### src/logic/rsc_map.vh
// Constants for the region select control block: register offsets, field positions and reset values.
// Assumes a 20 MHz core clock and an APB register bus with 32-bit data.
//
// Behaviour
// - When the region write-protect bit 15 is set, a write anywhere in the region gives a bus error if the bus-error timer is enabled.
// - When bit 14 is set, a user access to the protected block gives a bus error if the bus-error timer is enabled.
// - When bit 13 is set, any write to the protected block gives a bus error.
// - Bits 12 to 11 size the unprotected block as 32K, 64K, 128K or 256K.
// - With bit 8 clear the select and write strobes assert on the same edge; with it set the select leads them by one clock.
// - Bit 7 selects an 8-bit bus when 0 and a 16-bit bus when 1.
// - Wait codes 000 to 110 insert twice the code plus the extra wait bit before the internal acknowledge.
// - Wait code 111 ends the access only on the external transfer acknowledge, which the outside device drives.
// - The extra wait bit comes from this region group's own bit in the first select control register.
// - For the fourth region with its DRAM bit enabled, bit 8 extends the memory size instead of delaying the strobes.
// - Bits 3 to 1 set the region size, each step doubling it, within the range of the region group.
// - The region select asserts only while enable bit 0 is 1.
`ifndef RSC_MAP_VH
`define RSC_MAP_VH
`define RSC_ADDR_CTRL 12'h000
`define RSC_ADDR_ONE 12'h004
`define RSC_ADDR_SYS 12'h008
`define RSC_ADDR_STAT 12'h00C
`define RSC_BIT_RO 15
`define RSC_BIT_SOP 14
`define RSC_BIT_ROP 13
`define RSC_UP_HI 12
`define RSC_UP_LO 11
`define RSC_BIT_FLASH 8
`define RSC_BIT_BSW 7
`define RSC_WS_HI 6
`define RSC_WS_LO 4
`define RSC_SIZ_HI 3
`define RSC_SIZ_LO 1
`define RSC_BIT_EN 0
`define RSC_CTRL_WMASK 16'hF9FF
`define RSC_CTRL_RST 16'h0000
`define RSC_ONE_RST 8'h00
`define RSC_SYS_RST 8'h00
`define RSC_WS_EXT 3'h7
`define RSC_UP_BASE_LOG2 15
`define RSC_SIZ_BASE_LOG2 15
`endif

### src/logic/rsc_sync3.v
// Three-stage input synchroniser with agreement filter.
// Assumes the input is asynchronous to clk; the first stage feeds only the second.
`timescale 1ns/100ps
module rsc_sync3
(
  // Clock and reset.
  input wire clk,
  input wire rst_n,
  // Asynchronous input and filtered level.
  input wire din,
  output reg dout
);
  reg s1_reg;
  reg s2_reg;
  reg s3_reg;

  // Shift the input and update the output once stages two and three agree.
  always @(posedge clk or negedge rst_n)
  begin
    if (!rst_n)
    begin
      s1_reg <= 1'b0;
      s2_reg <= 1'b0;
      s3_reg <= 1'b0;
      dout <= 1'b0;
    end
    else
    begin
      s1_reg <= din;
      s2_reg <= s1_reg;
      s3_reg <= s2_reg;
      if (s2_reg == s3_reg)
        dout <= s3_reg;
    end
  end
endmodule

### src/logic/rsc_top.v
// Region select control: APB registers, address decode, protection checks and access timing.
// Assumes a processor request port on core_clk and external memory that may drive an acknowledge pin.
//
// Our own choices: the APB register port and the register offsets.
`timescale 1ns/100ps
`include "rsc_map.vh"
module rsc_top
#(
  parameter ADDR_W = 24,
  parameter WAIT_W = 4,
  parameter IS_FOURTH_REGION = 0
)
(
  // Clock and reset.
  input wire core_clk,
  input wire arst_n,
  // APB slave.
  input wire psel,
  input wire penable,
  input wire pwrite,
  input wire [11:0] paddr,
  input wire [31:0] pwdata,
  output reg [31:0] prdata,
  output wire pready,
  output wire pslverr,
  // Processor access request.
  input wire cpu_req,
  input wire cpu_write,
  input wire cpu_supervisor,
  input wire [ADDR_W-1:0] cpu_addr,
  input wire [ADDR_W-1:0] region_base,
  output reg cpu_done,
  output reg cpu_bus_error,
  output reg bus_wide,
  // External memory pins.
  input wire transfer_acknowledge_n,
  output reg region_select_n,
  output reg lower_write_strobe_n,
  output reg upper_write_strobe_n
);
  localparam ST_IDLE = 3'd0;
  localparam ST_LEAD = 3'd1;
  localparam ST_WAIT = 3'd2;
  localparam ST_EXT = 3'd3;
  localparam ST_END = 3'd4;

  reg rst_a_reg;
  reg rst_b_reg;
  wire rst_n;
  reg [15:0] region_select_control_c_reg;
  reg [7:0] select_control_one_reg;
  reg [7:0] system_control_register_reg;
  reg [2:0] state_reg;
  reg [2:0] state_next;
  reg [WAIT_W-1:0] wait_reg;
  reg [WAIT_W-1:0] wait_next;
  reg err_sticky_reg;
  wire ack_sync;
  wire region_write_protect;
  wire protected_block_privileged_only;
  wire protected_block_write_protect;
  wire [1:0] unprotected_block_size;
  wire flash_delay;
  wire bus_width_select;
  wire [2:0] wait_count_code;
  wire [2:0] region_size;
  wire region_enable;
  wire extra_wait_bit;
  wire bus_error_timer_enable;
  wire dram_enable;
  wire [ADDR_W-1:0] offset;
  wire [5:0] size_log2;
  wire [5:0] up_log2;
  wire hit;
  wire in_protected;
  wire fault;
  wire [WAIT_W-1:0] wait_load;
  wire apb_wr;

  // Release the asynchronous reset through two flip-flops.
  always @(posedge core_clk or negedge arst_n)
  begin
    if (!arst_n)
    begin
      rst_a_reg <= 1'b0;
      rst_b_reg <= 1'b0;
    end
    else
    begin
      rst_a_reg <= 1'b1;
      rst_b_reg <= rst_a_reg;
    end
  end
  assign rst_n = rst_b_reg;

  // Bring the acknowledge pin into the clock domain, inverted first.
  // The filter resets to zero, which then matches the idle pin, so no false acknowledge follows reset.
  rsc_sync3 u_ack_sync
  (
    .clk(core_clk),
    .rst_n(rst_n),
    .din(~transfer_acknowledge_n),
    .dout(ack_sync)
  );

  // Field decode of the control registers.
  assign region_write_protect = region_select_control_c_reg[`RSC_BIT_RO];
  assign protected_block_privileged_only = region_select_control_c_reg[`RSC_BIT_SOP];
  assign protected_block_write_protect = region_select_control_c_reg[`RSC_BIT_ROP];
  assign unprotected_block_size = region_select_control_c_reg[`RSC_UP_HI:`RSC_UP_LO];
  assign bus_width_select = region_select_control_c_reg[`RSC_BIT_BSW];
  assign wait_count_code = region_select_control_c_reg[`RSC_WS_HI:`RSC_WS_LO];
  assign region_size = region_select_control_c_reg[`RSC_SIZ_HI:`RSC_SIZ_LO];
  assign region_enable = region_select_control_c_reg[`RSC_BIT_EN];
  // The group's own extra wait bit; bit 0 of the first control register here.
  assign extra_wait_bit = select_control_one_reg[0];
  assign bus_error_timer_enable = system_control_register_reg[0];
  assign dram_enable = system_control_register_reg[1];
  // On the fourth region with DRAM on, bit 8 extends size, not strobe timing.
  assign flash_delay = region_select_control_c_reg[`RSC_BIT_FLASH] &
    ~((IS_FOURTH_REGION != 0) & dram_enable);

  // Region size: each code step doubles it, plus one more step when extended.
  assign size_log2 = 6'd`RSC_SIZ_BASE_LOG2 + {3'd0, region_size} +
    {5'd0, (IS_FOURTH_REGION != 0) & dram_enable & region_select_control_c_reg[`RSC_BIT_FLASH]};
  assign up_log2 = 6'd`RSC_UP_BASE_LOG2 + {4'd0, unprotected_block_size};
  assign offset = cpu_addr - region_base;
  assign hit = region_enable & ((offset >> size_log2) == {ADDR_W{1'b0}});
  assign in_protected = (offset >> up_log2) != {ADDR_W{1'b0}};

  // Protection faults that end an access with a bus error.
  assign fault = (cpu_write & region_write_protect & bus_error_timer_enable) |
    (in_protected & ~cpu_supervisor & protected_block_privileged_only & bus_error_timer_enable) |
    (in_protected & cpu_write & protected_block_write_protect);

  // Wait count: twice the code plus the extra wait bit.
  assign wait_load = ({1'b0, wait_count_code[2:0]} << 1) + {{(WAIT_W-1){1'b0}}, extra_wait_bit};

  // APB: zero-wait slave; writes take effect at the access edge.
  assign pready = 1'b1;
  assign pslverr = 1'b0;
  assign apb_wr = psel & penable & pwrite;

  // Register writes; reserved bits 10 and 9 stay zero whatever software writes.
  always @(posedge core_clk or negedge rst_n)
  begin
    if (!rst_n)
    begin
      region_select_control_c_reg <= `RSC_CTRL_RST;
      select_control_one_reg <= `RSC_ONE_RST;
      system_control_register_reg <= `RSC_SYS_RST;
    end
    else if (apb_wr)
    begin
      if (paddr == `RSC_ADDR_CTRL)
        region_select_control_c_reg <= pwdata[15:0] & `RSC_CTRL_WMASK;
      if (paddr == `RSC_ADDR_ONE)
        select_control_one_reg <= pwdata[7:0];
      if (paddr == `RSC_ADDR_SYS)
        system_control_register_reg <= pwdata[7:0];
    end
  end

  // Read mux; the enable bit is write-only and reads as zero, unmapped reads zero.
  always @*
  begin
    case (paddr)
      `RSC_ADDR_CTRL: prdata = {16'h0000, region_select_control_c_reg[15:1], 1'b0};
      `RSC_ADDR_ONE: prdata = {24'h000000, select_control_one_reg};
      `RSC_ADDR_SYS: prdata = {24'h000000, system_control_register_reg};
      `RSC_ADDR_STAT: prdata = {27'h0000000, err_sticky_reg, state_reg, hit};
      default: prdata = 32'h00000000;
    endcase
  end

  // Access sequencer next state.
  always @*
  begin
    state_next = state_reg;
    wait_next = wait_reg;
    case (state_reg)
      ST_IDLE:
      begin
        if (cpu_req & hit & ~fault)
        begin
          wait_next = wait_load;
          if (cpu_write & flash_delay)
            state_next = ST_LEAD;
          else if (wait_count_code == `RSC_WS_EXT)
            state_next = ST_EXT;
          else
            state_next = ST_WAIT;
        end
      end
      ST_LEAD:
        state_next = (wait_count_code == `RSC_WS_EXT) ? ST_EXT : ST_WAIT;
      ST_WAIT:
      begin
        if (wait_reg == {WAIT_W{1'b0}})
          state_next = ST_END;
        else
          wait_next = wait_reg - {{(WAIT_W-1){1'b0}}, 1'b1};
      end
      ST_EXT:
        if (ack_sync)
          state_next = ST_END;
      ST_END:
        state_next = ST_IDLE;
      default:
        state_next = ST_IDLE;
    endcase
  end

  // Sequencer registers and pin drive.
  always @(posedge core_clk or negedge rst_n)
  begin
    if (!rst_n)
    begin
      state_reg <= ST_IDLE;
      wait_reg <= {WAIT_W{1'b0}};
      region_select_n <= 1'b1;
      lower_write_strobe_n <= 1'b1;
      upper_write_strobe_n <= 1'b1;
      cpu_done <= 1'b0;
      cpu_bus_error <= 1'b0;
      bus_wide <= 1'b0;
      err_sticky_reg <= 1'b0;
    end
    else
    begin
      state_reg <= state_next;
      wait_reg <= wait_next;
      cpu_done <= 1'b0;
      cpu_bus_error <= 1'b0;
      // A fault wins over a clear in the same cycle.
      // A request still held while the error pulse stands is not faulted a second time.
      if (state_reg == ST_IDLE && cpu_req && hit && fault && !cpu_bus_error)
      begin
        cpu_bus_error <= 1'b1;
        err_sticky_reg <= 1'b1;
      end
      else if (apb_wr && paddr == `RSC_ADDR_STAT)
        err_sticky_reg <= 1'b0;
      if (state_next == ST_END)
        cpu_done <= 1'b1;
      // Select is active from start until the end cycle.
      region_select_n <= ~(state_next == ST_LEAD || state_next == ST_WAIT || state_next == ST_EXT);
      // Strobes follow the select, delayed by the lead cycle when flash mode is on.
      if ((state_next == ST_WAIT || state_next == ST_EXT) && cpu_write)
      begin
        lower_write_strobe_n <= 1'b0;
        upper_write_strobe_n <= ~bus_width_select;
      end
      else
      begin
        lower_write_strobe_n <= 1'b1;
        upper_write_strobe_n <= 1'b1;
      end
      bus_wide <= bus_width_select;
    end
  end
endmodule
### config.mk
export PLATFORM = sky130hd
export DESIGN_NAME = rsc_top
export DESIGN_NICKNAME = d
export VERILOG_FILES = /design/src/logic/rsc_sync3.v /design/src/logic/rsc_top.v
export VERILOG_INCLUDE_DIRS = /design/src /design/src/logic
export SDC_FILE = /design/constraint.sdc
export NUM_CORES = 1
export LEC_CHECK = 0
export BUFFER_PORTS_ARGS = -buffer_cell sky130_fd_sc_hd__buf_2
export CAP_MARGIN = 30
export CORE_MARGIN = 2
export CORE_UTILIZATION = 35
export CTS_CLUSTER_DIAMETER = 40
export CTS_CLUSTER_SIZE = 8
export DETAILED_ROUTE_END_ITERATION = 7
export HOLD_SLACK_MARGIN = 0.02
export RECOVER_POWER = 50
export SETUP_SLACK_MARGIN = 0.3
export SYNTH_ARGS = -nofsm -noshare
export SYNTH_HDL_FRONTEND = slang
export SYNTH_HIERARCHICAL = 1
export SYNTH_SLANG_ARGS = --single-unit
### constraint.sdc
create_clock -name core_clk -period 2.84 [get_ports core_clk]
set_clock_uncertainty 0.1 [all_clocks]
set_input_delay 0.142 -clock core_clk [delete_from_list [all_inputs] [get_ports core_clk]]
set_output_delay 0.142 -clock core_clk [all_outputs]
set_load 0.01 [all_outputs]
==> out/qor.csv <==
stage;metric;value;unit
pwr;leakagePower;0.00268;µW
clock_network;worst_skew_pair.late_latency;0.30;ns
synth;synth-edff-count;0;
routing;drt-total-wl;10800;µm
routing;antenna_left;0;
routing;drc;0;
sta;final_hold_viol_count;0;
die;ios;141;
layout;largest_reg_flops;14;
synth;synthesis.area;0.00380;mm²
placement;port_buffers;102;
sta;setup_viol;11;
synth;synth.distinct_cells;58;
sta;rsz0062_at_grt;true;
grt;grt_first_pass_wirelength;17300;µm
sta;fin_ws;-0.424;ns
placement;place_ws;-0.624;ns
worst_setup_path;critPathCaptureType;output pin;
die;start_util;0.355;
worst_setup_path;crit_fanout;3;
grt;grt_pass1_vias;3803;
routing;via_per_inst;5.16;
synth;synth_area_leaders;dfrtp_1 31%, mux2_2 8.3%, ha_1 7.6%;
sta;fin_crit_sh;1.15;
grt;grt_overflow;0;
layout;area_growth;48.0;%
pwr;total_power;2100;µW
synth;yosysSeqAreaShare;0.330;
clock_network;cts_sinks;50;
worst_setup_path;crit_path_top_delay_cell;o41ai_4;
grt;grt_max_degree;42;
sta;layout_min_cycle_time;3.26;ns
routing;wl_per_cell;14.5;µm
placement;dpl_cell_area;0.00492;mm²
layout;layoutNonFillerInstCount;745;
layout;drive_gt1_frac;0.461;
worst_setup_path;critPathRequiredTime;2.60;ns
worst_setup_path;cp-start-kind;input pin;
sta;tightest_slew;2.12;ns
clock_network;clk_path_buf_depth;2;
clock_network;htreeDepth;2;
synth;syn_area_per_cell;8.98;µm²
die;rows;38;
synth;ys_seq_elements;50;
placement;placed_cells;711;
placement;dp_hpwl;8170;µm
worst_setup_path;cp_cell_sequence;buf_2 > ha_4 > nand4_4 > or3_4 > buf_6 > o41ai_4 > buf_4 > mux2i_4 > buf_6 > inv_1 > o2111ai_2 > nor4_2 > buf_4 > mux2_4 > a21oi_2 > nor2_2 > buf_2;
status;violations;capacitance limit, slew limit, setup timing;
synth;syn_inst;423;
synth;yosys.area.top_type;dfrtp_1;
sta;drv_slew;42;
pwr;ir_drop;275;µV
die;fp.coreArea;0.0107;mm²
die;die-area;0.0117;mm²
sta;final.setup.tns;-2.12;ns
worst_setup_path;slowest_delay;0.38;ns
layout;design_area;0.00562;mm²
run;max_cap_violations;1;
synth;synthFlopType;dfrtp_1;
min_path;hold_class;register to asynchronous set/reset pin;
die;die_y;108;µm
synth;netlist.area_leader.share;0.310;
die;die_w;108;µm
worst_setup_path;arrival;3.02;ns
routing;num_vias;3846;
clock_network;cts_tree;built;
layout;antenna_cells;0;
grt;groute.usage.overall;0.184;
sta;slew_headroom;-0.415;
placement;place_congestion;0.885;
synth;synthArstFlopShare;1.00;
grt;antenna_found_initial;0;
worst_setup_path;crit_type;input pin to output pin;
layout;fin_nets;728;
clock_network;numCtsBuffers;5;
sta;fmax;0.306;GHz
synth;yosys_warnings;6;
routing;first_pass_iters;4;
status;status;complete, but fails checks;
pwr;power_density;374;mW/mm²
clock_network;cts-root-buf;clkbuf_8;
routing;drt_iter0_markers;187;
clock_network;path_clk_slew;0.09;ns
## timing repair
| action | in CTS | in global routing |
|---|---|---|
| hold buffers | 16 | 0 |
| hold endpoints to repair | 29 | 0 |
| pin swaps | 22 | 17 |
| endpoints found under the setup margin | 12 | 12 |
| buffers inserted | 8 | 2 |
| resized for setup | 45 | 25 |
## cells in the mapped netlist, types with 8 or more instances
library cell and n:
inv_1 31, ha_1 23, and2_1 9, nand2_1 33, o21ai_0 23, nor2_1 29, o211ai_1 10, mux2_2 28
nand3_1 12, nor2b_1 8, buf_4 20, nor3_1 9, a21oi_1 40, dfrtp_1 47, clkbuf_1 8
## cells in the final DEF, fill, tap and decap left out, drive strengths merged, types with 5 or more instances in the layout
cell type and count:
nor3 9, o21a 6, clkbuf 8, a21oi 40, dfrtp 47, nand2 33, nor2 29, mux2i 7
nand3 12, a22oi 5, buf 169, nor4 7, mux2 28, inv 32, conb 21, ha 23
a21o 6, o211ai 10, and2 9, dlygate4sd3 16, nand4 8, o21ai 23, nor2b 8
## cell type report
type                    count  area [µm²]
clock buffers               6        82.6
inverters                  31         139
multi-input cells         329        2700
flip-flops and latches     50        1250
clock inverters             2        38.8
well taps                 140         175
fillers                  1014        5080
repair buffers            187        1230
## where the power goes
part / internal, µW / switching (µW) / total, µW / leakage (µW)
Combinational: 395 / 405 / 800 / 0.00196
Clock: 290 / 237 / 527 / 0.0000618
Sequential: 743 / 33.7 / 777 / 0.000654
## logic make-up after synthesis
kind of cell / after synthesis / share of synthesized area
compound gates: 110 / 0.190
xor+xnor: 8 / 0.0184
fa+ha+maj: 24 / 0.0787
buf+inv: 63 / 0.0847
flops: 50 / 0.330
mux: 39 / 0.125
other cells: 2 / 0.00198
simple gates: 127 / 0.170
## per-stage QoR
stage	utilization	hold slack, ns
final	0.525	0.0239
after global routing	0.525	0.0553
after CTS	0.512	0.0216
after floorplan	-	-0.254
after global placement	0.458	-0.173
after detailed placement	0.460	-0.169
## path summary, 6_finish.rpt
check	slack, ns	from	depth (start not counted)	end
min in group core_clk	0.09	cpu_write	3	lower_write_strobe_n
max in group asynchronous	0.32	rst_b_reg	1	select_control_one_reg[1]
max	-0.42	cpu_addr[14]	17	prdata[0]
min	0.02	rst_b_reg	0	system_control_register_reg[2]
min reg2reg	0.02	rst_b_reg	0	system_control_register_reg[2]
max reg2reg	0.32	rst_b_reg	1	select_control_one_reg[1]
## routing by layer
layer | track usage | vias to the layer above | part of all wire
met4 | 0.0504 | 0 | 0.023
met1 | 0.232 | 1848 | 0.43
met3 | 0.0259 | 21 | 0.049
met5 | 0 | - | 0
met2 | 0.327 | 128 | 0.50
li1 | - | 1849 | -
## worst max-delay path: cells and delay by family
kind            cells  cell delay, ns
buf+inv             7            0.89
fa+ha+maj           1            0.27
mux                 2            0.50
compound gates      3            0.62
simple gates        4            0.59
(Power assumes the default switching activity.)
